## src/verilog/mdr_pkg.sv

```systemverilog
// Package with register map, reset values and carrier types for mdr.
package mdr_pkg;
  // Register byte offsets on the Wishbone bus.
  localparam logic [7:0] HOLD_OFS = 8'h00;
  localparam logic [7:0] UNIT_OFS = 8'h04;
  localparam logic [7:0] FILT_OFS = 8'h08;
  localparam logic [7:0] MODE_OFS = 8'h0C;
  localparam logic [7:0] WIN_OFS = 8'h10;
  localparam logic [7:0] INFN_OFS = 8'h14;
  localparam logic [7:0] ININV_OFS = 8'h30;
  localparam logic [7:0] OUTFN_OFS = 8'h4C;
  localparam logic [7:0] OUTINV_OFS = 8'h54;
  localparam logic [7:0] CFG_OFS = 8'h5C;
  localparam logic [7:0] STAT_OFS = 8'h60;
  // Values after reset and write limits.
  localparam logic [8:0] WIN_RST = 9'h0C8;
  localparam logic [8:0] WIN_MIN = 9'h001;
  localparam logic [8:0] WIN_MAX = 9'h190;
  localparam logic [1:0] FILT_MAX = 2'h2;
  localparam logic [2:0] MODE_MAX = 3'h5;
  localparam logic [6:0][7:0] INFN_RST =
    {8'h49, 8'h08, 8'h41, 8'h40, 8'h48, 8'h3B, 8'h3A};
  localparam logic [1:0][7:0] OUTFN_RST = {8'h82, 8'h93};
  // Input function codes.
  localparam logic [7:0] FN_ALM_RST = 8'h08;
  localparam logic [7:0] FN_FWD = 8'h3A;
  localparam logic [7:0] FN_REV = 8'h3B;
  localparam logic [7:0] FN_SEL0 = 8'h40;
  localparam logic [7:0] FN_DIR = 8'h48;
  localparam logic [7:0] FN_BRK_FREE = 8'h49;
  localparam logic [7:0] FN_HOLD_FREE = 8'h4A;
  // Output function codes.
  localparam logic [7:0] OF_ALARM = 8'h82;
  localparam logic [7:0] OF_MOVE = 8'h86;
  localparam logic [7:0] OF_INFO = 8'h87;
  localparam logic [7:0] OF_TLC = 8'h8C;
  localparam logic [7:0] OF_REACHED = 8'h8D;
  localparam logic [7:0] OF_SPEED = 8'h93;
  localparam logic [7:0] OF_DIR = 8'h94;
  // Holding figures: shaft displacement in degrees, torque in percent.
  localparam logic [7:0] HOLD_ANGLE_DEG = 8'h0F;
  localparam logic [7:0] HOLD_TORQUE_PCT = 8'h32;
  // Run-input wiring mode codes.
  typedef enum logic [2:0] {
    WIRE2_M1, WIRE3_M1, WIRE2_M2, WIRE2_M3, WIRE3_M2, WIRE3_M3
  } mdr_mode_e;
  // Run command driven to the motor control.
  typedef enum logic [1:0] {RUN_STOP, RUN_FWD, RUN_REV} mdr_run_e;
  // Internal status signals that output terminals can select.
  typedef struct packed {
    logic alarm;
    logic move;
    logic info;
    logic tlc;
    logic speed_pulse;
    logic dir;
  } mdr_stat_s;
  // Decoded input functions.
  typedef struct packed {
    logic alm_rst;
    logic [3:0] data_sel;
    logic brk_free;
    logic hold_free;
  } mdr_infn_s;
endpackage : mdr_pkg

```

## src/verilog/mdr_io_ramp_cfg.sv

```systemverilog
// Operation and I/O configuration block of the motor driver.
// Operation
// Hold setting 1 makes standstill holding torque.
// Holding force starts at 15 degree displacement.
// Holding torque capped by selected torque limit.
// Brake released while holding, engaged without power.
// Class B after stop, class C after configuration.
// Unit 0 means ramp time per 3000 r/min.
// Unit 1 relative, except modes 3 and 5.
// Softening filter selects none, filter 1, 2.
// Wiring mode codes 0 to 5 decoded.
// Two-wire variant decides both-inputs-active response.
// Three-wire variant decides direction change response.
// Speed reached within window of commanded speed.
// Window accepts 1 to 400, default 200.
// Seven input terminals carry function codes.
// Per-input inversion before function decoding.
// Two output terminals carry function codes.
// Per-output inversion drives complement.
// Terminal settings apply after configuration only.
// Class A settings apply immediately.
// Three-wire modes reinterpret run input codes.
// Old value held until update condition.
`timescale 1ns/1ns
module mdr_io_ramp_cfg (
  // Clock, reset and clock enable.
  input wire logic clk_i,
  input wire logic rst_i,
  input wire logic ce_i,
  // Wishbone slave.
  input wire logic cyc_i,
  input wire logic stb_i,
  input wire logic we_i,
  input wire logic [7:0] adr_i,
  input wire logic [3:0] sel_i,
  input wire logic [31:0] dat_i,
  output logic [31:0] dat_o,
  output logic ack_o,
  // Terminal pins.
  input wire logic [6:0] in_term_i,
  output logic [1:0] out_term_o,
  // Motor state from the speed loop.
  input wire logic [15:0] motor_speed_i,
  input wire logic [15:0] cmd_speed_i,
  input wire logic motor_stopped_i,
  input wire logic [7:0] shaft_dev_deg_i,
  input wire logic [7:0] torque_limit_i,
  input wire logic digital_speed_i,
  input wire logic main_power_i,
  input wire logic brake_fitted_i,
  input wire mdr_pkg::mdr_stat_s stat_i,
  // Control outputs.
  output mdr_pkg::mdr_run_e run_o,
  output mdr_pkg::mdr_infn_s infn_o,
  output logic speed_reached_o,
  output logic hold_torque_en_o,
  output logic [7:0] hold_torque_lim_o,
  output logic brake_release_o,
  output logic ramp_rel_o,
  output logic [1:0] filter_sel_o
);

  // All state of the block.
  typedef struct packed {
    logic hold_p;
    logic hold_a;
    logic unit;
    logic [1:0] filt_p;
    logic [1:0] filt_a;
    logic [2:0] mode_p;
    logic [2:0] mode_a;
    logic [8:0] win;
    logic [6:0][7:0] infn_p;
    logic [6:0][7:0] infn_a;
    logic [6:0] ininv_p;
    logic [6:0] ininv_a;
    logic [1:0][7:0] outfn_p;
    logic [1:0][7:0] outfn_a;
    logic [1:0] outinv_p;
    logic [1:0] outinv_a;
    logic ack;
    logic [31:0] rdat;
    logic [6:0] sync1;
    logic [6:0] sync2;
    logic [1:0] run;
    logic dir_prev;
    logic held;
    logic [1:0] out_term;
    logic reached;
  } mdr_state_s;

  mdr_state_s st_r;
  mdr_state_s st_nxt;

  logic [6:0] lvl;
  logic forward_run_input;
  logic reverse_run_input;
  logic dirin;
  logic three_wire;
  logic [16:0] diff;
  logic req;
  logic [31:0] rd;
  logic [31:0] wmask;
  logic [31:0] wv;
  logic [7:0] idx;
  logic cfg_go;

  // True when any terminal carries the given code and is active.
  function automatic logic fn_hit(input logic [6:0][7:0] fn,
                                  input logic [6:0] lv,
                                  input logic [7:0] code);
    logic hit;
    hit = 1'b0;
    for (int t = 0; t < 7; t++)
    begin
      hit = hit | ((fn[t] == code) & lv[t]);
    end
    return hit;
  endfunction : fn_hit

  // Selects the internal signal named by an output function code.
  function automatic logic out_sel(input logic [7:0] code,
                                   input mdr_pkg::mdr_stat_s s,
                                   input logic at_speed);
    logic v;
    v = 1'b0;
    unique case (code)
      mdr_pkg::OF_ALARM: v = s.alarm;
      mdr_pkg::OF_MOVE: v = s.move;
      mdr_pkg::OF_INFO: v = s.info;
      mdr_pkg::OF_TLC: v = s.tlc;
      mdr_pkg::OF_REACHED: v = at_speed;
      mdr_pkg::OF_SPEED: v = s.speed_pulse;
      mdr_pkg::OF_DIR: v = s.dir;
      default: v = 1'b0;
    endcase
    return v;
  endfunction : out_sel

  // Terminal levels after inversion and function decoding.
  always_comb
  begin
    lvl = st_r.sync2 ^ st_r.ininv_a;
    forward_run_input = fn_hit(st_r.infn_a, lvl, mdr_pkg::FN_FWD);
    reverse_run_input = fn_hit(st_r.infn_a, lvl, mdr_pkg::FN_REV);
    dirin = fn_hit(st_r.infn_a, lvl, mdr_pkg::FN_DIR);
    three_wire = (st_r.mode_a == 3'(mdr_pkg::WIRE3_M1)) ||
                 (st_r.mode_a == 3'(mdr_pkg::WIRE3_M2)) ||
                 (st_r.mode_a == 3'(mdr_pkg::WIRE3_M3));
    infn_o.alm_rst = fn_hit(st_r.infn_a, lvl, mdr_pkg::FN_ALM_RST);
    for (int b = 0; b < 4; b++)
    begin
      infn_o.data_sel[b] = fn_hit(st_r.infn_a, lvl,
                                  mdr_pkg::FN_SEL0 + 8'(b));
    end
    infn_o.brk_free = fn_hit(st_r.infn_a, lvl, mdr_pkg::FN_BRK_FREE);
    infn_o.hold_free = fn_hit(st_r.infn_a, lvl, mdr_pkg::FN_HOLD_FREE);
  end

  // Register read mux; unmapped words read as zero.
  always_comb
  begin
    idx = 8'h00;
    rd = 32'h0000_0000;
    unique case (adr_i[7:2])
      mdr_pkg::HOLD_OFS[7:2]: rd = {31'h0, st_r.hold_p};
      mdr_pkg::UNIT_OFS[7:2]: rd = {31'h0, st_r.unit};
      mdr_pkg::FILT_OFS[7:2]: rd = {30'h0, st_r.filt_p};
      mdr_pkg::MODE_OFS[7:2]: rd = {29'h0, st_r.mode_p};
      mdr_pkg::WIN_OFS[7:2]: rd = {23'h0, st_r.win};
      mdr_pkg::OUTFN_OFS[7:2]: rd = {24'h0, st_r.outfn_p[0]};
      mdr_pkg::OUTINV_OFS[7:2]: rd = {31'h0, st_r.outinv_p[0]};
      mdr_pkg::STAT_OFS[7:2]:
        rd = {25'h0, st_r.run, st_r.out_term, st_r.reached,
              st_r.filt_a != st_r.filt_p,
              (st_r.hold_a != st_r.hold_p) || (st_r.mode_a != st_r.mode_p)
              || (st_r.infn_a != st_r.infn_p)
              || (st_r.ininv_a != st_r.ininv_p)
              || (st_r.outfn_a != st_r.outfn_p)
              || (st_r.outinv_a != st_r.outinv_p)};
      default:
      begin
        idx = 8'((adr_i - mdr_pkg::INFN_OFS) >> 2);
        if (adr_i >= mdr_pkg::INFN_OFS && adr_i < mdr_pkg::ININV_OFS)
        begin
          rd = {24'h0, st_r.infn_p[idx[2:0]]};
        end
        else if (adr_i >= mdr_pkg::ININV_OFS &&
                 adr_i < mdr_pkg::OUTFN_OFS)
        begin
          idx = 8'((adr_i - mdr_pkg::ININV_OFS) >> 2);
          rd = {31'h0, st_r.ininv_p[idx[2:0]]};
        end
        else if (adr_i == mdr_pkg::OUTFN_OFS + 8'h04)
        begin
          rd = {24'h0, st_r.outfn_p[1]};
        end
        else if (adr_i == mdr_pkg::OUTINV_OFS + 8'h04)
        begin
          rd = {31'h0, st_r.outinv_p[1]};
        end
      end
    endcase
    for (int b = 0; b < 4; b++)
    begin
      wmask[b*8 +: 8] = {8{sel_i[b]}};
    end
    wv = (rd & ~wmask) | (dat_i & wmask);
  end

  // Next state: bus, deferred updates, run decode and outputs.
  always_comb
  begin
    st_nxt = st_r;
    req = cyc_i & stb_i & ~st_r.ack;
    cfg_go = 1'b0;
    diff = 17'h00000;
    st_nxt.ack = req;
    st_nxt.rdat = req ? rd : st_r.rdat;
    st_nxt.sync1 = in_term_i;
    st_nxt.sync2 = st_r.sync1;
    if (req && we_i)
    begin
      if (adr_i == mdr_pkg::HOLD_OFS)
      begin
        st_nxt.hold_p = wv[0];
      end
      if (adr_i == mdr_pkg::UNIT_OFS)
      begin
        st_nxt.unit = wv[0];
      end
      if (adr_i == mdr_pkg::FILT_OFS && wv[31:2] == 30'h0 &&
          wv[1:0] <= mdr_pkg::FILT_MAX)
      begin
        st_nxt.filt_p = wv[1:0];
      end
      if (adr_i == mdr_pkg::MODE_OFS && wv[31:3] == 29'h0 &&
          wv[2:0] <= mdr_pkg::MODE_MAX)
      begin
        st_nxt.mode_p = wv[2:0];
      end
      if (adr_i == mdr_pkg::WIN_OFS && wv[31:9] == 23'h0 &&
          wv[8:0] >= mdr_pkg::WIN_MIN && wv[8:0] <= mdr_pkg::WIN_MAX)
      begin
        st_nxt.win = wv[8:0];
      end
      if (adr_i >= mdr_pkg::INFN_OFS && adr_i < mdr_pkg::ININV_OFS)
      begin
        st_nxt.infn_p[idx[2:0]] = wv[7:0];
      end
      if (adr_i >= mdr_pkg::ININV_OFS && adr_i < mdr_pkg::OUTFN_OFS)
      begin
        st_nxt.ininv_p[idx[2:0]] = wv[0];
      end
      // Each output pair is two words four bytes apart, as on reads.
      if (adr_i == mdr_pkg::OUTFN_OFS)
      begin
        st_nxt.outfn_p[0] = wv[7:0];
      end
      if (adr_i == mdr_pkg::OUTFN_OFS + 8'h04)
      begin
        st_nxt.outfn_p[1] = wv[7:0];
      end
      if (adr_i == mdr_pkg::OUTINV_OFS)
      begin
        st_nxt.outinv_p[0] = wv[0];
      end
      if (adr_i == mdr_pkg::OUTINV_OFS + 8'h04)
      begin
        st_nxt.outinv_p[1] = wv[0];
      end
      cfg_go = (adr_i == mdr_pkg::CFG_OFS) && wv[0];
    end
    // Class B waits for standstill so a filter never switches mid-ramp.
    if (motor_stopped_i)
    begin
      st_nxt.filt_a = st_r.filt_p;
    end
    // Class C settings move together on a configuration command.
    if (cfg_go)
    begin
      st_nxt.hold_a = st_r.hold_p;
      st_nxt.mode_a = st_r.mode_p;
      st_nxt.infn_a = st_r.infn_p;
      st_nxt.ininv_a = st_r.ininv_p;
      st_nxt.outfn_a = st_r.outfn_p;
      st_nxt.outinv_a = st_r.outinv_p;
    end
    // Run decode. Three-wire: start input runs, run/brake low stops.
    st_nxt.dir_prev = dirin;
    // A direction stop lasts until start or run/brake drops.
    // Without it the motor would restart on the very next cycle.
    st_nxt.held = st_r.held & three_wire;
    if (three_wire)
    begin
      if (!forward_run_input || !reverse_run_input)
      begin
        st_nxt.run = 2'(mdr_pkg::RUN_STOP);
        st_nxt.held = 1'b0;
      end
      else if (st_r.held)
      begin
        st_nxt.run = 2'(mdr_pkg::RUN_STOP);
      end
      else if (st_r.run == 2'(mdr_pkg::RUN_STOP))
      begin
        st_nxt.run = dirin ? 2'(mdr_pkg::RUN_REV) : 2'(mdr_pkg::RUN_FWD);
      end
      else if (dirin != st_r.dir_prev)
      begin
        // Mode 1 reverses at once, mode 2 stops, mode 3 waits.
        unique case (st_r.mode_a)
          3'(mdr_pkg::WIRE3_M1):
          begin
            st_nxt.run = dirin ? 2'(mdr_pkg::RUN_REV)
                               : 2'(mdr_pkg::RUN_FWD);
          end
          3'(mdr_pkg::WIRE3_M2):
          begin
            st_nxt.run = 2'(mdr_pkg::RUN_STOP);
            st_nxt.held = 1'b1;
          end
          default: st_nxt.run = st_r.run;
        endcase
      end
    end
    else if (forward_run_input && reverse_run_input)
    begin
      // Mode 1 stops, mode 2 keeps the last command, mode 3 runs fwd.
      unique case (st_r.mode_a)
        3'(mdr_pkg::WIRE2_M1): st_nxt.run = 2'(mdr_pkg::RUN_STOP);
        3'(mdr_pkg::WIRE2_M2): st_nxt.run = st_r.run;
        default: st_nxt.run = 2'(mdr_pkg::RUN_FWD);
      endcase
    end
    else
    begin
      st_nxt.run = forward_run_input ? 2'(mdr_pkg::RUN_FWD) :
                   reverse_run_input ? 2'(mdr_pkg::RUN_REV) : 2'(mdr_pkg::RUN_STOP);
    end
    // Speed reached window around the commanded speed.
    diff = (motor_speed_i >= cmd_speed_i) ?
           17'(motor_speed_i - cmd_speed_i) :
           17'(cmd_speed_i - motor_speed_i);
    st_nxt.reached = (diff <= 17'(st_r.win));
    for (int o = 0; o < 2; o++)
    begin
      st_nxt.out_term[o] = out_sel(st_r.outfn_a[o], stat_i,
                                   st_r.reached) ^ st_r.outinv_a[o];
    end
    if (!ce_i)
    begin
      st_nxt = st_r;
    end
  end

  // State register; reset plays the role of a power cycle.
  always_ff @(posedge clk_i)
  begin
    if (rst_i)
    begin
      st_r <= '0;
      st_r.win <= mdr_pkg::WIN_RST;
      st_r.infn_p <= mdr_pkg::INFN_RST;
      st_r.infn_a <= mdr_pkg::INFN_RST;
      st_r.outfn_p <= mdr_pkg::OUTFN_RST;
      st_r.outfn_a <= mdr_pkg::OUTFN_RST;
    end
    else
    begin
      st_r <= st_nxt;
    end
  end

  // Holding: only at standstill, once the shaft is pushed far enough.
  // Heat rises with holding load, so torque never exceeds the cap.
  assign hold_torque_en_o = st_r.hold_a & motor_stopped_i &
    (shaft_dev_deg_i >= mdr_pkg::HOLD_ANGLE_DEG);
  assign hold_torque_lim_o =
    (torque_limit_i < mdr_pkg::HOLD_TORQUE_PCT) ?
    torque_limit_i : mdr_pkg::HOLD_TORQUE_PCT;
  // Brake stays open while powered and holding or running.
  assign brake_release_o = brake_fitted_i & main_power_i &
    (st_r.hold_a | (st_r.run != 2'(mdr_pkg::RUN_STOP)));
  // Relative ramp only for digital speed and not modes 3 or 5.
  assign ramp_rel_o = st_r.unit & digital_speed_i &
    (st_r.mode_a != 3'(mdr_pkg::WIRE2_M3)) &
    (st_r.mode_a != 3'(mdr_pkg::WIRE3_M3));
  assign filter_sel_o = st_r.filt_a;
  assign run_o = mdr_pkg::mdr_run_e'(st_r.run);
  assign speed_reached_o = st_r.reached;
  assign out_term_o = st_r.out_term;
  assign dat_o = st_r.rdat;
  assign ack_o = st_r.ack;

endmodule : mdr_io_ramp_cfg

```

## config.mk

```make
export PLATFORM = sky130hd
export DESIGN_NAME = mdr_io_ramp_cfg
export DESIGN_NICKNAME = d
export VERILOG_FILES = /design/src/verilog/mdr_pkg.sv /design/src/verilog/mdr_io_ramp_cfg.sv
export SDC_FILE = /design/constraint.sdc
export NUM_CORES = 1
export LEC_CHECK = 0
export ABC_AREA = 1
export BUFFER_PORTS_ARGS = -buffer_cell sky130_fd_sc_hd__buf_2
export CORE_ASPECT_RATIO = 0.7
export CORE_UTILIZATION = 36
export DETAILED_ROUTE_END_ITERATION = 7
export GPL_TIMING_DRIVEN = 0
export SYNTH_ARGS = -nofsm -noshare
export SYNTH_HDL_FRONTEND = slang
export SYNTH_SLANG_ARGS = --single-unit
```

## constraint.sdc

```tcl
create_clock -name clk_i -period 7.82 [get_ports clk_i]
set_clock_uncertainty 0.15 [all_clocks]
set_input_delay 0.782 -clock clk_i [delete_from_list [all_inputs] [get_ports clk_i]]
set_output_delay 0.782 -clock clk_i [all_outputs]
set_load 0.01 [all_outputs]
```

==> metrics.cfg, run 1 <==
[clocking]
cts-resized-gates=0
cts_buffer_depth=3
clk_latency_ns=0.56
hold_buffers=0
cts_tree=built
clock_tree.root_cell=clkbuf_16
clkTransAtPathRegs_ns=0.06
clock-sinks=215
cts_setup_buffers=0
cts_buffers=23
htree_levels=1

[place]
io_buffer_count=145
dpl.hpwl_mm=53.1
routabilityCongestion=1.00

[logic_synthesis]
ys_ff_latch=215
ys_types=64
yosys.area.top_type=dfxtp_1
synth_top_area_share=0.291
yosysSeqAreaShare=0.291
synth_area_um2=14800
yosys-top-cells-area=dfxtp_1 (29%), nand2_1 (15%), inv_1 (8.1%)
synth_area_per_cell_um2=6.23
synth_edf_count=0
ys_warn_count=0
syn_inst=2377
yosys_most_used_dff=dfxtp_1
async_flop_share=0

[floorplanning]
num_io_pins=173
dieArea_um2=42000
start_util=0.369
row_count=61
core-area_um2=40100
die_y_um=172
dieWidth_um=244

[grt]
antenna_found_initial=3
grt_max_degree=16
grt.overflow.total=0
track_usage=0.305
grt_pass1_wl_mm=94.7
grt_pass1_vias=14700

[setup_path]
critPathSlowestCell=o21ai_0
critPathMaxFanout=10
crit_type=input port to flip-flop
end_kind=flip-flop
arrival_ns=5.18
crit_top_cell=nand2_1
startpoint_type=input port
cpPeakStageDelay_ns=0.53
required_ns=8.14

[timing]
final_hold_viol_count=0
rsz0062_at_grt=no
setup_viol=0
tightest_slew_ns=1.26
fmax_mhz=206
fin_crit_sh=0.621
fin_crit_ns=4.86
slew_viol_final=0
finalSetupTns_ns=0
slew_headroom=0.152

[detailed_routing]
drtAntennaViolNets=0
dr.pass1.iters=5
vias=17100
wirelength_mm=65.9
viasPerCell=5.47
wl_per_cell_um=21.1
drtIter0Drc=2190
remaining_drc_errors=0

[final_layout]
drive_above_1_share=0.132
area_growth_pct=15.5
nets=2734

[worst_hold_path]
holdCritPathClass=input port to flip-flop

[pwr]
total_power_w=0.00285
combPwrFrac=0.179
clkPwrFrac=0.429
power_frac_seq=0.392
vdd_ir_drop_max_mv=0.137
swShare=0.308
p_sw_w=0.000878
p_int_w=0.00197
p_per_area_nw_per_um2=166
p_leak_nw=8.37

[outcome]
run_status=finished, final reports clean

[flow_run]
maxCapViolations=0

path summary, 6_finish.rpt:
path / from / to / slack (ns) / cells after the start
worst max-delay path: motor_speed_i[6] / speed_reached_o$_SDFFE_PP0P_ / 2.96 / 30
worst min register to register: st_r[223]$_SDFFE_PP1P_ / st_r[223]$_SDFFE_PP1P_ / 0.31 / 2
worst min-delay path: in_term_i[4] / st_r[18]$_SDFFE_PP0P_ / 0.30 / 3
worst max register to register: st_r[129]$_SDFFE_PP0P_ / st_r[56]$_SDFFE_PP0P_ / 4.35 / 14
registers in the layout, indices dropped and copies added, names as in the netlist:
| register | flops |
|---|---|
| run_o | 2 |
| ack_o | 1 |
| out_term_o | 2 |
| dat_o | 9 |
| st_r | 198 |
| filter_sel_o | 2 |
| speed_reached_o | 1 |
Yosys cell counts, drive strengths merged (2+ instances only):
master and instances:
nand2 603, inv 333, nor2 239, o21ai 217, a21oi 215, dfxtp 215
nand3 147, buf 82, ha 46, o211ai 39, clkbuf 38, nand4 36
nor3 31, xor2 22, nor4 20, or2 12, xnor2 11, o22ai 7
a21o 5, a211oi 4, a311oi 4, and3 4, nand3b 4, o2111ai 4
a21boi 3, a221oi 3, a31oi 3, o21a 3, o311ai 3, a32o 2
and2 2, fa 2, nor4b 2, o21bai 2, o221ai 2, o32ai 2
cells by family after synthesis:
kind of cell	synth area share
compound gates	0.196
xor+xnor	0.0195
fa+ha+maj	0.0416
buf+inv	0.131
flops	0.291
other cells	0.000253
simple gates	0.321
area by class of cell:
type	instances	area [um2]
Clock buffer	26	617
Inverter	334	1260
Antenna cell	1	2.50
Tap cell	535	669
Clock inverter	13	188
Multi-Input combinational cell	1732	8660
Fill cell	4306	23000
Sequential cell	215	4300
Buffer	120	679
Timing Repair Buffer	145	726
cell usage in the layout (no fill, tap or decap), drive strengths merged, types with 3 or more instances in the layout:
cell type and n:
ha 46, nand3 147, o311ai 3, and3 4, nand2 603, o21ai 217, a21oi 215, dfxtp 215
a211oi 4, o211ai 39, conb 25, clkinv 5, clkbuf 64, bufinv 4, nor2 239, a21o 5
o21a 3, o22ai 7, nand4 36, or2 12, o2111ai 4, a31oi 3, a221oi 3, clkinvlp 3
inv 335, xnor2 11, nand3b 4, a21boi 3, a311oi 4, nor3 31, nor4 20, buf 227
xor2 22
power groups by stage:
stage	registers [W]	clock network (W)	logic (W)
4_1_cts	0.00111	0.00122	0.000493
3_3_place_gp	0.00114	0	0.000488
2_1_floorplan	0.00114	0	0.000309
5_1_grt	0.00112	0.00126	0.000555
3_5_place_dp	0.00114	0	0.000490
6_report	0.00112	0.00122	0.000509
per-stage QoR:
stage	hold slack, ns	cells	util	instance area [um2]	setup slack (ns)
2_1_floorplan	0.279	2401	-	14900	3.73
3_3_place_gp	0.293	3081	0.406	16300	2.61
3_5_place_dp	0.292	3081	0.406	16300	2.61
4_1_cts	0.292	3120	0.426	17100	3.14
5_1_grt	0.315	3121	0.426	17100	2.63
6_report	0.300	3121	0.426	17100	2.96
worst max-delay path: cells and delay by family:
kind                       cells  cell delay (ns)
AOI/OAI and AO/OA              8             1.48
xor gates and xnor gates       1             0.15
adders and majority gates      2             0.66
buffers and inverters          6             0.74
and+or+nand+nor               13             1.36
layer usage:
| metal | up-vias | GRT usage | share of wire | routed length, um |
|---|---|---|---|---|
| met2 | 944 | 0.390 | 0.36 | 23800 |
| li1 | 8090 | - | - | - |
| met5 | - | 0 | 0 | 0 |
| met1 | 7973 | 0.478 | 0.49 | 32000 |
| met4 | 0 | 0.0543 | 0.017 | 1140 |
| met3 | 68 | 0.0981 | 0.14 | 8930 |
(Power assumes the default switching activity.)
==> run 2: changes to the inputs <==
Clock period 7.82 ns to 4.4 ns, I/O delays scaled along.
==> run 2 against run 1 <==
Flip-flop and latch count unchanged. Clock-buffer cell count unchanged. Cell count up 0.13%. Largest cell class unchanged. Clock power up 77%. Die area unchanged. First-iteration DRC count down 0.78%. Utilization up 0.32 points. Sequential share of layout area down 0.19 points. Wire length up 0.25%. Via count about the same. Setup slack worse by 2.7 ns.
==> metrics.cfg, run 2 (same netlist as run 1, synthesis figures left out) <==
[setup_path]
startpoint_type=input port
rrSetupSlack_ns=0.92
r2r_start=st_r[84]$_SDFFE_PP0P_
crit_end=st_r[219]$_SDFFE_PP1P_
arrival_ns=4.34
crit_type=input port to flip-flop
crit_top_cell=nand2_1
required_ns=4.65
critPathSlowestCell=nor2_1
end_kind=flip-flop
critPathLaunch=adr_i[2]
critPathMaxFanout=12
cpPeakStageDelay_ns=0.57
r2r_end=st_r[56]$_SDFFE_PP0P_
ff2ff_path_depth=14
path_cells=buf_2, buf_2, inv_1, buf_2, ha_1, nand3_1, nor2_1, nor2_1, nand2_2, nor2_8, nand3_1, nand2_1, nand2_1, nand2_2, nand2_1, nor2_2, nand2_1, nor2_2, nor2_2, nand2_1, nand2_1, nand3_1

[floorplanning]
die_y_um=172
row_count=61
start_util=0.369
num_io_pins=173
core-area_um2=40100
dieWidth_um=244
dieArea_um2=42000

[pwr]
p_leak_nw=8.39
p_sw_w=0.00156
p_int_w=0.00351
clkPwrFrac=0.427
combPwrFrac=0.182
p_per_area_nw_per_um2=294
swShare=0.308
power_frac_seq=0.391
vdd_ir_drop_max_mv=0.242

[clocking]
cts_tree=built
htree_levels=1
clk_latency_ns=0.55
cts_buffer_depth=3
clock_tree.root_cell=clkbuf_16
clock-sinks=215
cts_setup_buffers=0
cts_buffers=23
clkTransAtPathRegs_ns=0.07

[place]
dpl_cell_area_um2=16300
dpl.hpwl_mm=53.1
io_buffer_count=145
routabilityCongestion=1.00
place_ws_ns=-0.470

[timing]
setup_viol=0
final_hold_viol_count=0
slew_headroom=0.139
slew_viol_final=0
fin_crit_sh=0.930
fmax_mhz=244
fin_crit_ns=4.09
fin_ws_ns=0.307
rsz0062_at_grt=no
tightest_slew_ns=1.28
finalSetupTns_ns=0

[flow_run]
maxCapViolations=0

[final_layout]
largest-register=st_r
nets=2738
utilization=0.429
layout_commonest_cell=nand2_1
layout_common_cells=nand2_1 (582), inv_1 (320), nor2_1 (221), dfxtp_1 (215), a21oi_1 (206)
drive_above_1_share=0.138
fin_area_um2=17200
largest_reg_flops=198
area_growth_pct=16.4

[grt]
antenna_found_initial=3
grt_pass1_wl_mm=94.7
grt.overflow.total=0
grt_pass1_vias=14700
grt_max_degree=16
track_usage=0.305

[outcome]
run_status=finished, final reports clean

[detailed_routing]
wl_per_cell_um=21.1
wirelength_mm=66.1
vias=17100
remaining_drc_errors=0
dr.pass1.iters=5
viasPerCell=5.46
drtIter0Drc=2173
drtAntennaViolNets=0

[worst_hold_path]
hold_depth=3
holdCritPathClass=input port to flip-flop

==> run 2: what timing repair did <==
| item | CTS | global route |
|---|---|---|
| hold endpoints to repair | 7 | 0 |
| endpoints found under the setup margin | 0 | 1 |
| gates resized for setup | 0 | 22 |
| hold buffers | 7 | 0 |
==> run 2: how the worst min path moves through the flow <==
stage | slack, ns | from | end
3_3_place_gp | 0.29 | st_r[223]$_SDFFE_PP1P_ | st_r[223]$_SDFFE_PP1P_
5_1_grt | 0.13 | motor_stopped_i | filter_sel_o[1]$_SDFFE_PP0P_
6_report | 0.10 | motor_stopped_i | filter_sel_o[0]$_SDFFE_PP0P_
4_1_cts | 0.1 | motor_stopped_i | filter_sel_o[0]$_SDFFE_PP0P_
3_5_place_dp | 0.29 | st_r[223]$_SDFFE_PP1P_ | st_r[223]$_SDFFE_PP1P_
2_1_floorplan | 0.28 | st_r[223]$_SDFFE_PP1P_ | st_r[223]$_SDFFE_PP1P_
==> run 2: critical path: cells and delay by family <==
| family | cells | cell delay (ns) |
|---|---|---|
| adders and majority gates | 1 | 0.40 |
| and+or+nand+nor | 17 | 2.77 |
| buffers and inverters | 4 | 0.72 |
==> run 2: through the flow <==
| step | hold slack (ns) | cells | power [W] |
|---|---|---|---|
| finish | 0.102 | 3125 | 0.00507 |
| global route | 0.132 | 3125 | 0.00523 |
| CTS | 0.0979 | 3127 | 0.00504 |
| detailed placement | 0.292 | 3081 | 0.00290 |
| global placement | 0.293 | 3081 | 0.00289 |
| floorplan | 0.279 | 2401 | 0.00257 |
==> run 2: final cells by class <==
cell class | count | area (um2)
Fill cell | 4296 | 22900
Multi-Input combinational cell | 1732 | 8730
Sequential cell | 215 | 4300
Inverter | 334 | 1260
Timing Repair Buffer | 152 | 796
Buffer | 117 | 673
Tap cell | 535 | 669
Clock buffer | 26 | 617
Clock inverter | 13 | 188
Antenna cell | 1 | 2.50
==> run 2: metal layers <==
metal | GRT usage | share of wire
met1 | 0.478 | 0.48
met2 | 0.391 | 0.36
met3 | 0.0980 | 0.14
met4 | 0.0543 | 0.017
met5 | 0 | 0
==> run 2: power groups by stage <==
stage / logic (W) / clock network, W / registers, W
4_1_cts: 0.000881 / 0.00218 / 0.00198
5_1_grt: 0.00100 / 0.00225 / 0.00198
3_3_place_gp: 0.000867 / 0 / 0.00203
2_1_floorplan: 0.000549 / 0 / 0.00202
3_5_place_dp: 0.000871 / 0 / 0.00203
6_report: 0.000921 / 0.00216 / 0.00198
